[config.mk]
export PLATFORM = sky130hd
export DESIGN_NAME = eff_responder_flat
export DESIGN_NICKNAME = d
export VERILOG_FILES = /design/src/rtl/num_eff_pkg.sv /design/src/rtl/num_eff_if.sv /design/src/rtl/rsp_serializer.sv /design/src/rtl/eff_responder.sv /design/src/flat_wrapper.sv
export VERILOG_INCLUDE_DIRS = /design/src /design/src/rtl
export SDC_FILE = /design/constraint.sdc
export NUM_CORES = 1
export LEC_CHECK = 0
export BUFFER_PORTS_ARGS = -buffer_cell sky130_fd_sc_hd__buf_2
export CORE_ASPECT_RATIO = 0.7
export CORE_MARGIN = 3
export CORE_UTILIZATION = 55
export DETAILED_ROUTE_END_ITERATION = 16
export HOLD_SLACK_MARGIN = 0.1
export PLACE_DENSITY_LB_ADDON = 0.1
export SYNTH_ARGS = -nofsm -noshare
export SYNTH_HDL_FRONTEND = slang
export SYNTH_SLANG_ARGS = --single-unit
[constraint.sdc]
create_clock -name sys_clk -period 8.7 [get_ports sys_clk]
set_input_delay 0.435 -clock sys_clk [delete_from_list [all_inputs] [get_ports sys_clk]]
set_output_delay 0.435 -clock sys_clk [all_outputs]
set_load 0.02 [all_outputs]
[src/rtl/num_eff_cfg.svh]
// Constants for the numeric effecter readback link and its two ends
`ifndef NUM_EFF_CFG_SVH
`define NUM_EFF_CFG_SVH
`define HANDLE_RSVD_LO 16'h0000
`define HANDLE_RSVD_HI 16'hffff
`define HANDLE_RST     16'h0001
`define CC_SUCCESS     8'h00
`define CC_BAD_HANDLE  8'h80
`define HDR_BYTES      4'h3
`define REG_HANDLE     4'h0
`define REG_CONFIG     4'h1
`define REG_MODE       4'h2
`define REG_PENDING    4'h3
`define REG_PRESENT    4'h4
`define REG_COND       4'h5
`define REG_DEFAULT    4'h6
`define REG_IRQ_STAT   4'h7
`define REG_IRQ_MASK   4'h8
`define CFG_FMT_LSB    0
`define CFG_DEF_BIT    8
`define MODE_ENABLED   2'h1
`define MODE_DISABLED  2'h2
`define MODE_UNAVAIL   2'h3
`define FMT_RST        3'h0
`define EV_ANSWER      0
`define EV_BAD_HANDLE  1
`define EV_REFUSED     2
`define EV_COND        3
`define CLK_NS         20
`define SETTLE_NS      1000
`define SHUT_NS        400
`define SETTLE_CYC     ((`SETTLE_NS + `CLK_NS - 1) / `CLK_NS)
`define SHUT_CYC       ((`SHUT_NS + `CLK_NS - 1) / `CLK_NS)
`endif

[src/rtl/num_eff_pkg.sv]
// Types and helpers shared by both ends of the effecter readback link
package num_eff_pkg;
   typedef enum logic [7:0] {FMT_U8, FMT_S8, FMT_U16, FMT_S16, FMT_U32, FMT_S32} fmt_t;
   typedef enum logic [7:0] {COND_EN_PEND, COND_EN_NOPEND, COND_DISABLED, COND_UNAVAIL,
                             COND_UNKNOWN, COND_FAILED, COND_INIT, COND_SHUTDOWN,
                             COND_IN_TEST} op_cond_t;

   // Bytes per setting field for a format code
   function automatic logic [3:0] fmt_bytes(input fmt_t fmt);
      unique case (fmt)
         FMT_U8, FMT_S8:   fmt_bytes = 4'h1;
         FMT_U16, FMT_S16: fmt_bytes = 4'h2;
         default:          fmt_bytes = 4'h4;
      endcase
   endfunction

   // Widen a received setting to 32 bits, sign aware
   function automatic logic [31:0] fmt_extend(input logic [31:0] raw, input fmt_t fmt);
      unique case (fmt)
         FMT_U8:  fmt_extend = {24'h000000, raw[7:0]};
         FMT_S8:  fmt_extend = {{24{raw[7]}}, raw[7:0]};
         FMT_U16: fmt_extend = {16'h0000, raw[15:0]};
         FMT_S16: fmt_extend = {{16{raw[15]}}, raw[15:0]};
         default: fmt_extend = raw;
      endcase
   endfunction
endpackage

[src/rtl/num_eff_if.sv]
// Byte link between requester and responder
`timescale 1ns/1ps
interface num_eff_if;
   logic       req_valid;
   logic [7:0] req_data;
   logic       rsp_valid;
   logic [7:0] rsp_data;
   logic       rsp_last;
   modport responder (input req_valid, input req_data,
                      output rsp_valid, output rsp_data, output rsp_last);
   modport requester (output req_valid, output req_data,
                      input rsp_valid, input rsp_data, input rsp_last);
endinterface

[src/rtl/rsp_serializer.sv]
// Response byte serializer for the responder end
`timescale 1ns/1ps
`include "num_eff_cfg.svh"
module rsp_serializer
   import num_eff_pkg::*;
(
   input  wire logic        sys_clk,
   input  wire logic        rst,
   input  wire logic        start,
   input  wire logic        err,
   input  wire logic [7:0]  cc,
   input  wire fmt_t        fmt,
   input  wire op_cond_t    cond,
   input  wire logic [31:0] pend,
   input  wire logic [31:0] pres,
   output logic             busy,
   output logic             out_valid,
   output logic [7:0]       out_data,
   output logic             out_last
);
   logic [7:0]  hdr [3];
   logic [31:0] pend_q;
   logic [31:0] pres_q;
   logic [3:0]  width;
   logic [3:0]  total;
   logic [3:0]  idx;
   logic [3:0]  k;
   logic [7:0]  next_byte;

   always_comb begin
      k = idx - `HDR_BYTES;
      if (idx < `HDR_BYTES) begin
         next_byte = hdr[idx[1:0]];
      end else if (k < width) begin
         next_byte = pend_q[{k[1:0], 3'b000} +: 8];
      end else begin
         next_byte = pres_q[{2'(k - width), 3'b000} +: 8];
      end
   end

   always_ff @(posedge sys_clk or posedge rst) begin
      if (rst) begin
         hdr[0] <= 8'h00;
         hdr[1] <= 8'h00;
         hdr[2] <= 8'h00;
         pend_q <= 32'h00000000;
         pres_q <= 32'h00000000;
         width  <= 4'h0;
         total  <= 4'h0;
      end else if (start && !busy) begin
         hdr[0] <= cc;
         hdr[1] <= 8'(fmt);
         hdr[2] <= 8'(cond);
         pend_q <= pend;
         pres_q <= pres;
         width  <= fmt_bytes(fmt);
         total  <= err ? 4'h1 : 4'(`HDR_BYTES + 2 * fmt_bytes(fmt));
      end
   end

   always_ff @(posedge sys_clk or posedge rst) begin
      if (rst) begin
         busy      <= 1'b0;
         idx       <= 4'h0;
         out_valid <= 1'b0;
         out_data  <= 8'h00;
         out_last  <= 1'b0;
      end else if (busy) begin
         out_valid <= 1'b1;
         out_data  <= next_byte;
         out_last  <= (idx == total - 4'h1);
         idx       <= idx + 4'h1;
         busy      <= (idx != total - 4'h1);
      end else begin
         out_valid <= 1'b0;
         out_last  <= 1'b0;
         idx       <= 4'h0;
         busy      <= start;
      end
   end
endmodule // rsp_serializer

[src/rtl/eff_responder.sv]
// Responder end: one numeric effecter, its condition and its readback answer
// Overview of operation
// - Request is 16-bit handle; unknown gets 0x80
// - Answer carries 8-bit format code, six choices
// - Both settings sized by returned format code
// - Answer carries 8-bit condition, nine ordered values
// - Update pending while setting still moving
// - No update pending: present in both fields
// - Other conditions: settings arbitrary, requester ignores
// - Disabled by enable control; no readings
// - Unavailable via enable control; requester ignores
// - Status unknown when no valid information
// - Failed when setting cannot be correct
// - Initializing while starting; requester ignores values
// - Shutting down while heading to disabled/failed/unavailable
// - In test while effecter under test
// - Disabled refuses updates; may revert default
//
// Chosen here: the address-and-strobe port and the register addresses.
`timescale 1ns/1ps
`include "num_eff_cfg.svh"
module eff_responder
   import num_eff_pkg::*;
(
   input  wire logic        sys_clk,
   input  wire logic        rst,
   num_eff_if.responder     link,
   input  wire logic [3:0]  reg_addr,
   input  wire logic [31:0] reg_wdata,
   input  wire logic        reg_wr,
   input  wire logic        reg_rd,
   output logic [31:0]      reg_rdata,
   output logic             irq,
   input  wire logic        eff_failed,
   input  wire logic        eff_unknown,
   input  wire logic        eff_init,
   input  wire logic        eff_in_test
);
   logic [15:0] handle;
   fmt_t        fmt;
   logic        default_en;
   logic [1:0]  mode;
   logic [31:0] pending;
   logic [31:0] present;
   logic [31:0] default_val;
   op_cond_t    cond;
   op_cond_t    next_cond;
   logic [7:0]  settle_cnt;
   logic [7:0]  shut_cnt;
   logic        failed_q;
   logic        rx_half;
   logic [7:0]  rx_lo;
   logic        ser_start;
   logic        ser_err;
   logic        ser_busy;
   logic [3:0]  irq_stat;
   logic [3:0]  irq_mask;
   logic [3:0]  events;
   logic        wr_mode;
   logic        wr_pend;
   logic        leaving;
   logic        running;
   logic [15:0] rx_handle;

   assign wr_mode   = reg_wr && reg_addr == `REG_MODE &&
                      reg_wdata[1:0] != 2'h0;
   assign wr_pend   = reg_wr && reg_addr == `REG_PENDING;
   assign rx_handle = {link.req_data, rx_lo};
   // Failing or leaving enabled passes through a shutdown interval first
   assign leaving   = mode == `MODE_ENABLED &&
                      ((wr_mode && reg_wdata[1:0] != `MODE_ENABLED) ||
                       (eff_failed && !failed_q));
   assign running   = mode == `MODE_ENABLED && !eff_failed && !eff_in_test && !eff_init;

   always_comb begin
      if (eff_in_test) begin
         next_cond = COND_IN_TEST;
      end else if (shut_cnt != 8'h00) begin
         next_cond = COND_SHUTDOWN;
      end else if (eff_failed) begin
         next_cond = COND_FAILED;
      end else if (mode == `MODE_DISABLED) begin
         next_cond = COND_DISABLED;
      end else if (mode == `MODE_UNAVAIL) begin
         next_cond = COND_UNAVAIL;
      end else if (eff_init) begin
         next_cond = COND_INIT;
      end else if (eff_unknown) begin
         next_cond = COND_UNKNOWN;
      end else if (pending != present) begin
         next_cond = COND_EN_PEND;
      end else begin
         next_cond = COND_EN_NOPEND;
      end
   end

   always_ff @(posedge sys_clk or posedge rst) begin
      if (rst) begin
         cond     <= COND_EN_NOPEND;
         failed_q <= 1'b0;
      end else begin
         cond     <= next_cond;
         failed_q <= eff_failed;
      end
   end

   // Configuration registers
   always_ff @(posedge sys_clk or posedge rst) begin
      if (rst) begin
         handle      <= `HANDLE_RST;
         fmt         <= fmt_t'(`FMT_RST);
         default_en  <= 1'b0;
         default_val <= 32'h00000000;
         irq_mask    <= 4'h0;
      end else if (reg_wr) begin
         if (reg_addr == `REG_HANDLE) begin
            handle <= reg_wdata[15:0];
         end
         if (reg_addr == `REG_CONFIG && reg_wdata[`CFG_FMT_LSB +: 8] <= 8'(FMT_S32)) begin
            fmt        <= fmt_t'(reg_wdata[`CFG_FMT_LSB +: 8]);
            default_en <= reg_wdata[`CFG_DEF_BIT];
         end
         if (reg_addr == `REG_DEFAULT) begin
            default_val <= reg_wdata;
         end
         if (reg_addr == `REG_IRQ_MASK) begin
            irq_mask <= reg_wdata[3:0];
         end
      end
   end

   // Enable control; codes 1..3 follow the enable command, 0 is ignored
   always_ff @(posedge sys_clk or posedge rst) begin
      if (rst) begin
         mode <= `MODE_ENABLED;
      end else if (wr_mode) begin
         mode <= reg_wdata[1:0];
      end
   end

   always_ff @(posedge sys_clk or posedge rst) begin
      if (rst) begin
         shut_cnt <= 8'h00;
      end else if (leaving) begin
         shut_cnt <= 8'(`SHUT_CYC);
      end else if (shut_cnt != 8'h00) begin
         shut_cnt <= shut_cnt - 8'h01;
      end
   end

   // Setting: present follows pending after a settle time while running
   always_ff @(posedge sys_clk or posedge rst) begin
      if (rst) begin
         pending    <= 32'h00000000;
         present    <= 32'h00000000;
         settle_cnt <= 8'h00;
      end else if (wr_mode && reg_wdata[1:0] != `MODE_ENABLED && default_en) begin
         pending    <= default_val;
         present    <= default_val;
         settle_cnt <= 8'h00;
      end else if (wr_pend && mode == `MODE_ENABLED) begin
         pending    <= reg_wdata;
         settle_cnt <= 8'h00;
      end else if (running && pending != present) begin
         if (settle_cnt == 8'(`SETTLE_CYC - 1)) begin
            present    <= pending;
            settle_cnt <= 8'h00;
         end else begin
            settle_cnt <= settle_cnt + 8'h01;
         end
      end
   end

   // Request intake: low handle byte first; bytes during an answer are dropped
   always_ff @(posedge sys_clk or posedge rst) begin
      if (rst) begin
         rx_half   <= 1'b0;
         rx_lo     <= 8'h00;
         ser_start <= 1'b0;
         ser_err   <= 1'b0;
      end else begin
         ser_start <= 1'b0;
         if (link.req_valid && !ser_busy && !ser_start) begin
            if (!rx_half) begin
               rx_lo   <= link.req_data;
               rx_half <= 1'b1;
            end else begin
               rx_half   <= 1'b0;
               ser_start <= 1'b1;
               ser_err   <= rx_handle == `HANDLE_RSVD_LO || rx_handle == `HANDLE_RSVD_HI ||
                            rx_handle != handle;
            end
         end
      end
   end

   rsp_serializer u_ser (
      .sys_clk   (sys_clk),
      .rst       (rst),
      .start     (ser_start),
      .err       (ser_err),
      .cc        (ser_err ? `CC_BAD_HANDLE : `CC_SUCCESS),
      .fmt       (fmt),
      .cond      (cond),
      // Pending field carries present when no update is pending; other conditions send values unmodified, the requester flags them
      .pend      (cond == COND_EN_NOPEND ? present : pending),
      .pres      (present),
      .busy      (ser_busy),
      .out_valid (link.rsp_valid),
      .out_data  (link.rsp_data),
      .out_last  (link.rsp_last)
   );

   assign events[`EV_ANSWER]     = ser_start;
   assign events[`EV_BAD_HANDLE] = ser_start && ser_err;
   assign events[`EV_REFUSED]    = wr_pend && mode != `MODE_ENABLED;
   assign events[`EV_COND]       = next_cond != cond;

   // Set wins over the clearing read so no event is lost
   always_ff @(posedge sys_clk or posedge rst) begin
      if (rst) begin
         irq_stat <= 4'h0;
      end else if (reg_rd && reg_addr == `REG_IRQ_STAT) begin
         irq_stat <= events;
      end else begin
         irq_stat <= irq_stat | events;
      end
   end

   always_ff @(posedge sys_clk or posedge rst) begin
      if (rst) begin
         irq <= 1'b0;
      end else begin
         irq <= |(irq_stat & irq_mask);
      end
   end

   always_ff @(posedge sys_clk or posedge rst) begin
      if (rst) begin
         reg_rdata <= 32'h00000000;
      end else if (reg_rd) begin
         unique case (reg_addr)
            `REG_HANDLE:   reg_rdata <= {16'h0000, handle};
            `REG_CONFIG:   reg_rdata <= {23'h000000, default_en, 8'(fmt)};
            `REG_MODE:     reg_rdata <= {30'h00000000, mode};
            `REG_PENDING:  reg_rdata <= pending;
            `REG_PRESENT:  reg_rdata <= present;
            `REG_COND:     reg_rdata <= {24'h000000, 8'(cond)};
            `REG_DEFAULT:  reg_rdata <= default_val;
            `REG_IRQ_STAT: reg_rdata <= {28'h0000000, irq_stat};
            `REG_IRQ_MASK: reg_rdata <= {28'h0000000, irq_mask};
            default:       reg_rdata <= 32'h00000000;
         endcase
      end else begin
         reg_rdata <= 32'h00000000;
      end
   end
endmodule // eff_responder

[src/flat_wrapper.sv]
// flat-port wrapper written by rule: the top's interface ports become plain ports
module eff_responder_flat import num_eff_pkg::*;
  (sys_clk, rst, reg_addr, reg_wdata, reg_wr, reg_rd, reg_rdata, irq, eff_failed, eff_unknown, eff_init, eff_in_test, link_req_valid, link_req_data, link_rsp_valid, link_rsp_data, link_rsp_last);
  num_eff_if link_i ();
  input  wire logic sys_clk;
  input  wire logic rst;
  input  wire logic [3:0] reg_addr;
  input  wire logic [31:0] reg_wdata;
  input  wire logic reg_wr;
  input  wire logic reg_rd;
  output logic [31:0] reg_rdata;
  output logic irq;
  input  wire logic eff_failed;
  input  wire logic eff_unknown;
  input  wire logic eff_init;
  input  wire logic eff_in_test;
  input wire logic [$bits(link_i.req_valid)-1:0] link_req_valid;
  input wire logic [$bits(link_i.req_data)-1:0] link_req_data;
  output wire logic [$bits(link_i.rsp_valid)-1:0] link_rsp_valid;
  output wire logic [$bits(link_i.rsp_data)-1:0] link_rsp_data;
  output wire logic [$bits(link_i.rsp_last)-1:0] link_rsp_last;
  assign link_i.req_valid = link_req_valid;
  assign link_i.req_data = link_req_data;
  assign link_rsp_valid = link_i.rsp_valid;
  assign link_rsp_data = link_i.rsp_data;
  assign link_rsp_last = link_i.rsp_last;
  eff_responder u_core (.sys_clk(sys_clk), .rst(rst), .link(link_i), .reg_addr(reg_addr), .reg_wdata(reg_wdata), .reg_wr(reg_wr), .reg_rd(reg_rd), .reg_rdata(reg_rdata), .irq(irq), .eff_failed(eff_failed), .eff_unknown(eff_unknown), .eff_init(eff_init), .eff_in_test(eff_in_test));
endmodule
==> results.md, run 1 <==
- Cell count after synthesis: 1,211
- Latest clock arrival within the worst-skew pair: 550 ps
- Crit-path max FO: 17
- H-tree depth: 1
- Xor/xnor share of the synthesized area: 4.097%
- Power Density: 258.6 nW/µm²
- Syn Nets: 1,273
- Synth Area in Simple Gates: 10.90%
- CTS Sinks: 295
- Nets: 1,349
- Dpl cell area: 14,640 µm²
- Clock skew: 11.98 ps
- Multi-input combinational cell area: 6158 µm²
- DRC Markers: 0
- Final Cycle Share: 38.34%
- Largest net degree at the start of global routing: 160
- Root buf cell: clkbuf_16
- GP Congestion: 0.9108
- FMAX: 0.2998 GHz
- Row count: 47
- DIE WIDTH: 196.0 µm
- Met1 usage: 44.19%
- DR iter-0 viols: 897
- Worst setup EP type: flip-flop
- Met2 global-route usage: 36.72%
- Fillers: 1,942
- Post-synthesis register bit count: 295
- Main combinational cell family by area after synthesis: multiplexers
- Reg2reg setup slack: 5360 ps
- Commonest non-fill, non-tap cell in the layout: dfrtp_1
- DR pass1 iterations: 5
- Grt met3 use: 6.969%
- RSZ-0062 raised after global routing: false
- Vias per inst: 6.155
- Die Height: 139.0 µm
- Adder-cell share of the synthesized area: 0.8643%
- Total number of vias: 10,010
- Fraction of layout cells with a size suffix above 1: 23.53%
- Initial Utilization: 57.36%
- PnR worst setup slack: 5364 ps
- Area delta synth->final: 12.24%
- Synth Area in Compound Gates: 10.73%
- TritonCTS clock tree: built
- Lkg Pwr: 7.022 nW
- Async SR Flop Fraction: 100.0%
- Mux cell area share after synthesis: 17.50%
- RR Endpoint: u_core.u_ser.out_data[3]
- Number of synthesized flops with an enable pin: 0
- CP arrival: 3740 ps
- Type of origin of the critical path: flip-flop
- Crit Path Category: flip-flop to flip-flop
- Drt wl/cell: 22.86 µm
- Initial antenna violation count: 1
- Seq/Total Area, Yosys: 53.15%
- Setup violators final: 0
- # hold bufs at CTS: 2
- Final wirelength: 37,200 µm
- Worst slack at placement: 5372 ps
- Design area: 15,600 µm²
- Die Area: 27,240 µm²
- IR drop worst, VDD: 0.1940 mV
- Required @ worst endpoint: 9100 ps
- DP Wirelength: 25,550 µm
- Tot GR Track Use: 27.29%
- Routed Antenna Nets: 0
- Clock transition at the registers of the reported paths: 60 ps
- Fin. Hold Viols: 0
- Area of the mapped netlist: 13,900 µm²
- First-pass GRT wire length: 58,290 µm
- Slew Limit Headroom: 27.84%
- Final setup TNS: 0 ps
- R2R depth: 7
- Core ar.: 24,230 µm²
- Max_cap viols: 0
- Library cells used by synthesis: 64
- Final antenna diode count: 0
- Global route overflow: 0
- Avg Synthesized Cell Area: 11.48 µm²
- Worst Tran Pin Value: 1082 ps
- Status: finished clean
- Launch point of the worst reg-to-reg path: u_core.u_ser.idx[0]
- CTS Buf Count: 29
- Synth Flop Type: dfrtp_1
- Post-CTS Setup Repair Bufs: 0
- Final Critical Period: 3336 ps
- Most frequent cells in the layout: 292 x dfrtp_1, 143 x nand2_1, 110 x mux2_2, 95 x buf_2, 79 x nor2_1
- I/O Buffers: 95
- Number of global-route vias before repair: 9,568
- Post_cts resized: 0
- Yosys Warn Count: 0
- Worst hold path class: primary input to async pin
- Busiest layer in global routing: met1
- Max clock buf depth: 3
- Final-report max-slew violation count: 0
- FF/Latch Area: 7386 µm²
- Total I/O pin count: 96
==> cells in the mapped netlist, types with 5 or more instances <==
library cell,count,area share [%]
a21oi_1,58,2.1
a222oi_1,25,1.8
a22oi_1,51,2.8
a31oi_1,8,0.36
and2_1,8,0.36
buf_1,7,0.19
clkbuf_1,52,1.4
dfrtp_1,292,53
ha_1,8,0.72
inv_1,19,0.51
mux2_1,8,0.65
mux2_2,110,8.9
mux2i_1,72,5.2
mux4_2,17,2.8
nand2_1,144,3.9
nand2b_1,7,0.32
nand3_1,16,0.58
nand4_1,17,0.77
nor2_1,80,2.2
nor2b_1,5,0.23
nor3_1,9,0.32
nor4_1,9,0.41
o211ai_1,6,0.32
o21ai_0,50,1.8
xnor2_1,55,3.5
xor2_1,10,0.63
==> where the power goes <==
group	leakage, nW	internal, W	switching (W)	total [W]
clock network	0.468	0.000723	0.000531	0.00125
logic	2.70	0.000412	0.000442	0.000854
registers	3.85	0.00162	0.000307	0.00193
==> layout make-up <==
type / instances / share of cell area [%]
multi-input cells: 828 / 39.48
well taps: 318 / 2.551
clock buffers: 42 / 5.350
inverters: 19 / 0.5053
repair buffers: 114 / 4.075
clock inverters: 11 / 0.6898
flip-flops and latches: 295 / 47.35
==> worst max-delay path: stages, from the launching register on <==
cell	delay, ps
dfrtp_1	610
ha_1	720
inv_1	130
fa_1	830
mux4_2	370
mux2_2	280
o211ai_1	150
o21ai_0	100
==> through the flow <==
step	util [%]	hold WS, ps	power [W]	cells
CTS	64.38	105.9	0.004046	1627
global route	64.38	110.5	0.004242	1627
floorplan	-	364.1	0.002486	1211
detailed placement	60.41	482.6	0.002786	1572
finish	64.38	88.13	0.004034	1627
global placement	60.41	472.9	0.002768	1572
==> worst max path at each step <==
stage,startpoint,to,slack [ps],cells after the start
final,u_core.u_ser.idx[0],u_core.u_ser.out_data[3],5360,7
after global routing,u_core.u_ser.idx[0],u_core.u_ser.out_data[3],5120,7
after CTS,u_core.u_ser.idx[0],u_core.u_ser.out_data[3],5380,7
after detailed placement,u_core.u_ser.idx[0],u_core.u_ser.out_data[3],5370,7
after global placement,u_core.u_ser.idx[0],u_core.u_ser.out_data[2],5440,7
after floorplan,rst,u_core.cond[1],120,1
==> per-layer routing <==
metal	vias up	part of all wire [%]
met3	59	8.6
met4	2	2.4
li1	4537	-
met5	-	0.027
met2	391	40
met1	5025	49
==> flip-flops by register name (all words and copies together) (netlist names), 13 cells and up <==
register             cells
u_core.u_ser.pres_q     32
u_core.reg_rdata        32
u_core.u_ser.pend_q     32
u_core.handle           16
u_core.present          32
u_core.default_val      32
u_core.pending          32
u_core.u_ser.hdr        13
==> logic make-up (layout without fill, tap and decap cells) <==
kind of cell / Yosys count / count (layout)
AO/OA/AOI/OAI: 222 / 222
XOR/XNOR: 65 / 65
adder cells (fa/ha/maj): 9 / 9
buffers and inverters: 88 / 186
flip-flops: 295 / 295
multiplexers: 207 / 207
AND/OR/NAND/NOR: 325 / 325
No activity file was read; power rests on OpenSTA's default activity.
==> run 2: changes to the inputs <==
Clock period 8.7 ns to 2.86 ns, I/O delays scaled along.
==> run 2 against run 1 <==
Net effect: final area grew 5.3%; register-to-register slack worse by 5100 ps; wire length increased by 5.1%; setup slack got worse by 5100 ps; critical endpoint unchanged; critical path type unchanged; largest cell class unchanged; critical path depth unchanged; global-route usage up 1.7 points; combinational power rose to 3.4 times the previous value; maximum frequency is 29% higher; total power grew to 3.2 times the previous value; sequential share of layout area down 2.4 points.
==> results.md, run 2 (same netlist as run 1, synthesis figures left out) <==
- Status: finished clean
- Latest clock arrival within the worst-skew pair: 570 ps
- CP arrival: 3020 ps
- CTS Sinks: 295
- DP Wirelength: 26,780 µm
- DR iter-0 viols: 1,017
- Total I/O pin count: 96
- Final antenna diode count: 0
- RR Endpoint: u_core.u_ser.out_data[3]
- Power Density: 776.8 nW/µm²
- Required @ worst endpoint: 3280 ps
- Fin Hold WS: 142.5 ps
- Final-report max-slew violation count: 0
- First-pass GRT wire length: 61,780 µm
- GP Congestion: 0.9390
- FMAX: 0.3857 GHz
- Reg2reg setup slack: 270 ps
- Clock transition at the registers of the reported paths: 70 ps
- TritonCTS clock tree: built
- Fin. Hold Viols: 0
- Nets: 1,421
- Hold_sp: reg_addr[1]
- Min-Delay Path Depth: 4
- Final std cells w/o fill: 1,699
- Final Critical Period: 2593 ps
- CP Launch Point: u_core.u_ser.idx[0]
- Slew Limit Headroom: 37.09%
- Initial Utilization: 57.36%
- Launch point of the worst reg-to-reg path: u_core.u_ser.idx[0]
- Max clock buf depth: 3
- CTS Buf Count: 28
- Final wirelength: 39,110 µm
- Clock skew: 29.17 ps
- Worst setup EP type: flip-flop
- Die Area: 27,240 µm²
- Max_cap viols: 0
- Post_cts resized: 0
- Fraction of layout cells with a size suffix above 1: 24.33%
- R2R depth: 7
- Lkg Pwr: 7.394 nW
- Commonest non-fill, non-tap cell in the layout: dfrtp_1
- H-tree depth: 1
- RSZ-0062 raised after global routing: false
- Largest net degree at the start of global routing: 68
- Critical Path Sink: u_core.u_ser.out_data[3]
- Die Height: 139.0 µm
- Type of origin of the critical path: flip-flop
- Setup violators final: 0
- Total number of vias: 10,380
- I/O Buffers: 95
- Fillers: 1,847
- Drt wl/cell: 23.02 µm
- Core ar.: 24,230 µm²
- Placed instance count: 1,595
- IR drop worst, VDD: 0.6319 mV
- Crit-path max FO: 8
- Initial antenna violation count: 2
- Row count: 47
- Area delta synth->final: 18.23%
- Vias per inst: 6.112
- Crit Path Category: flip-flop to flip-flop
- Root buf cell: clkbuf_16
- Worst hold path class: primary input to flip-flop
- Most frequent cells in the layout: 292 x dfrtp_1, 143 x nand2_1, 110 x mux2_2, 95 x buf_2, 79 x nor2_1
- DR pass1 iterations: 6
- DIE WIDTH: 196.0 µm
- Final Cycle Share: 90.65%
- Worst Tran Pin Value: 936.5 ps
- Global route overflow: 0
- Number of global-route vias before repair: 10,250
- Tot GR Track Use: 28.95%
- DRC Markers: 0
- Routed Antenna Nets: 0
run 2: cell count changes in the layout (fill, tap and decap cells not counted), moves of 2 or more:
cell / before / now
clkbuf_8: 6 / 3
clkinvlp_4: 1 / 5
clkbuf_1: 7 / 0
bufinv_16: 2 / 6
dlygate4sd3_1: 2 / 52
buf_12: 1 / 8
buf_4: 16 / 32
clkinv_2: 8 / 10
run 2: worst min-delay path by stage:
stage / end / slack (ps)
finish: u_core.mode[1] / 140
global route: u_core.reg_rdata[1] / 160
CTS: u_core.mode[1] / 110
detailed placement: u_core.u_ser.idx[2] / 230
global placement: u_core.u_ser.idx[2] / 230
floorplan: u_core.cond[3] / 170
run 2: metrics by stage:
stage	area (µm²)	worst slack, ps	TNS [ps]	utilization (%)	power, W
3_3_place_gp	14890	370.7	0	61.46	0.008528
3_5_place_dp	14890	271.9	0	61.46	0.008600
2_1_floorplan	13900	-1198	-350170	-	0.007565
5_1_grt	16430	111.2	0	67.82	0.01337
6_report	16430	267.4	0	67.82	0.01276
4_1_cts	16430	279.5	0	67.82	0.01277
run 2: worst max-delay path: stages (launching register included):
cell and delay, ps:
dfrtp_1 400, ha_1 310, inv_1 60, fa_1 800, mux4_2 370, mux2_2 270, o211ai_1 150, o21ai_0 100
run 2: cell type report:
cell class | count | area [µm²] | area share, %
clock buffers | 31 | 742.0 | 4.516
clock inverters | 21 | 276.5 | 1.683
inverters | 19 | 75.07 | 0.4569
multi-input cells | 828 | 6157 | 37.47
flip-flops and latches | 295 | 7386 | 44.95
well taps | 318 | 397.9 | 2.422
repair buffers | 187 | 1396 | 8.498
run 2: layer usage:
metal,wire [µm],share of wire (%),up-vias,track usage (%)
li1,-,-,4662,-
met1,18600,48,5291,45.78
met2,16500,42,389,40.51
met3,3474,8.9,38,8.184
met4,506,1.3,4,4.499
met5,23,0.059,-,0
run 2: power breakdown:
group | total [W] | switching (W) | internal, W
Combinational | 0.00290 | 0.00152 | 0.00138
Clock | 0.00411 | 0.00170 | 0.00242
Sequential | 0.00574 | 0.000821 | 0.00492
run 2: repair_timing:
action	in CTS	in global routing
hold buffers	52	0
buffers inserted	0	0
hold endpoints to repair	311	0
==> run 3: changes to the inputs <==
Settings changed: ABC_AREA from default to 1, PLACE_DENSITY from default to 0.85, PLACE_DENSITY_LB_ADDON 0.1 to default.
==> run 3 against run 2 <==
Net effect: clock power grew 7.1%; utilization shrank 1.1 points; sequential share of layout area shrank 0.96 points; count of clock-buffer cells in the layout grew 7; first-iteration DRC count grew 48%; largest cell class unchanged; highest routed layer is now met4.
==> results.md, run 3 <==
- Fin. Hold Viols: 0
- Seq/Total Area, Yosys: 51.51%
- Most frequent cells in the layout: 412 x nand2_1, 292 x dfrtp_1, 237 x o21ai_0, 194 x inv_1
- H-tree depth: 1
- Routed Antenna Nets: 0
- Max_cap viols: 0
- Final setup TNS: 0 ps
- First-pass GRT wire length: 68,410 µm
- CP arrival: 3050 ps
- Avg Synthesized Cell Area: 8.449 µm²
- Vias per inst: 5.827
- Final antenna diode count: 0
- TritonCTS clock tree: built
- Fillers: 1,906
- Worst hold path class: primary input to async pin
- Max clock buf depth: 3
- Tot GR Track Use: 30.87%
- Share of the synthesized area in the top cell type: 50.96%
- Core ar.: 25,160 µm²
- Drt wl/cell: 19.54 µm
- Top-count cell post-synth: nand2_1
- Largest net degree at the start of global routing: 92
- WP buf/inv: 1
- Total I/O pin count: 96
- Slew Limit Headroom: 35.93%
- Die Area: 28,070 µm²
- GP Congestion: 0.9697
- Lkg Pwr: 8.159 nW
- DIE WIDTH: 199.0 µm
- Final wirelength: 42,470 µm
- Crit-path max FO: 41
- Yosys Warn Count: 0
- Global route overflow: 0
- Type of origin of the critical path: flip-flop
- Row count: 48
- RSZ-0062 raised after global routing: false
- Fin util: 66.72%
- CP cell instances: nand2_1, nor4_2, nand3_2, nand2_4, buf_12, nand2_1, o21ai_2
- R2R depth: 7
- DR pass1 iterations: 6
- CTS Buf Count: 29
- CTS Sinks: 295
- Required @ worst endpoint: 3380 ps
- Root buf cell: clkbuf_16
- Latest clock arrival within the worst-skew pair: 590 ps
- Top post-synthesis cells by count: 413 x nand2_1, 292 x dfrtp_1, 237 x o21ai_0, 195 x inv_1, 96 x nor2_1
- Dpl cell area: 15,170 µm²
- Launch point of the worst reg-to-reg path: u_core.mode[0]
- Syn Nets: 1,759
- Area of the mapped netlist: 14,340 µm²
- Worst path depth: 7
- Fin Hold WS: 182.6 ps
- Most used cell along the critical path: nand2_1
- IR drop worst, VDD: 0.5230 mV
- Initial antenna violation count: 1
- Crit Path Category: flip-flop to flip-flop
- Setup violators final: 0
- Power Density: 864.5 nW/µm²
- Async SR Flop Fraction: 100.0%
- Status: finished clean
- Number of synthesized flops with an enable pin: 0
- Cell count after synthesis: 1,697
- Library cells used by synthesis: 50
- Worst Tran Pin Value: 958.7 ps
- Max stage delay cell, worst path: nor4_2
- DR iter-0 viols: 1,503
- I/O Buffers: 95
- Post-synthesis register bit count: 295
- Commonest non-fill, non-tap cell in the layout: nand2_1
- Reg2reg setup slack: 330 ps
- Area delta synth->final: 17.09%
- Final Critical Period: 2533 ps
- FMAX: 0.3948 GHz
- Synth area leader: dfrtp_1
- Fraction of layout cells with a size suffix above 1: 14.71%
- Number of global-route vias before repair: 12,250
- Top Family by Delay on Critical Path: simple AND/OR/NAND/NOR gates
- Final Cycle Share: 88.56%
- Initial Utilization: 56.98%
- Max incr delay on CP: 660 ps
- RR Endpoint: u_core.present[28]
- Clock skew: 33.67 ps
- Die Height: 141.1 µm
- Final-report max-slew violation count: 0
- Total number of vias: 12,670
- DRC Markers: 0
- Design area: 16,790 µm²
- Clock transition at the registers of the reported paths: 70 ps
- Synth Flop Type: dfrtp_1
- Worst setup EP type: flip-flop
- Area contributors post-synth: dfrtp_1 51%, nand2_1 11%, o21ai_0 8.3%
- Nets: 1,889
- DP Wirelength: 29,160 µm
run 3: cell count changes after synthesis, sizes merged, moves of 17 or more:
cell	delta
mux2i	-71
inv	+184
o21ai	+240
a222oi	-25
mux2	-111
mux4	-17
nand2	+283
nor2	+19
buf	+20
nand3	+28
a22oi	-51
o22ai	+28
run 3: metrics by stage:
step	cells	setup slack, ps	power [W]
floorplan	1697	-1198	0.008583
global placement	2069	469.4	0.009843
detailed placement	2069	394.9	0.009962
CTS	2174	387.4	0.01443
global route	2174	178.3	0.01527
finish	2174	327.3	0.01451
run 3: worst reg2reg max path, stage by stage (launching register included):
cell and delay [ps]:
dfstp_2 550, nand2_1 220, nor4_2 660, nand3_2 190, nand2_4 350, buf_12 330, nand2_1 120, o21ai_2 70
run 3: report_power, final:
group,switching [W],internal (W)
clock network,0.00172,0.00268
registers,0.000941,0.00532
logic,0.00248,0.00138
run 3: logic make-up after synthesis:
group / Yosys count / synth area share (%)
buf+inv: 288 / 8.211
simple gates: 607 / 17.84
flops: 295 / 51.51
mux: 8 / 0.6196
compound gates: 443 / 18.11
fa+ha+maj: 9 / 0.8377
xor+xnor: 47 / 2.871
run 3: worst max-delay path by stage:
stage	startpoint	to
global route	u_core.u_ser.idx[1]	u_core.u_ser.out_data[1]
global placement	u_core.u_ser.idx[1]	u_core.u_ser.out_data[1]
detailed placement	u_core.mode[0]	u_core.present[17]
floorplan	rst	u_core.cond[1]
CTS	u_core.mode[0]	u_core.present[28]
finish	u_core.mode[0]	u_core.present[28]
run 3: area by class of cell:
type                            count  area, µm²  share of cell area, %
Sequential cell                   295       7386                  43.99
Multi-Input combinational cell   1114       5781                  34.43
Timing Repair Buffer              180       1331                  7.930
Clock buffer                       38      829.5                  4.941
Inverter                          207      784.5                  4.673
Tap cell                          325      406.6                  2.422
Clock inverter                     15      270.3                  1.610
run 3: repair_timing:
action / in CTS / in global routing
endpoints found under the hold margin: 182 / 0
hold buffers: 52 / 0
setup buffers: 0 / 0
resized for setup: 0 / 0
run 3: layer usage:
layer / track usage (%) / part of all wire, %
met5: 0 / 0
met1: 45.64 / 43
met2: 47.82 / 45
met3: 7.000 / 10
met4: 5.063 / 1.6
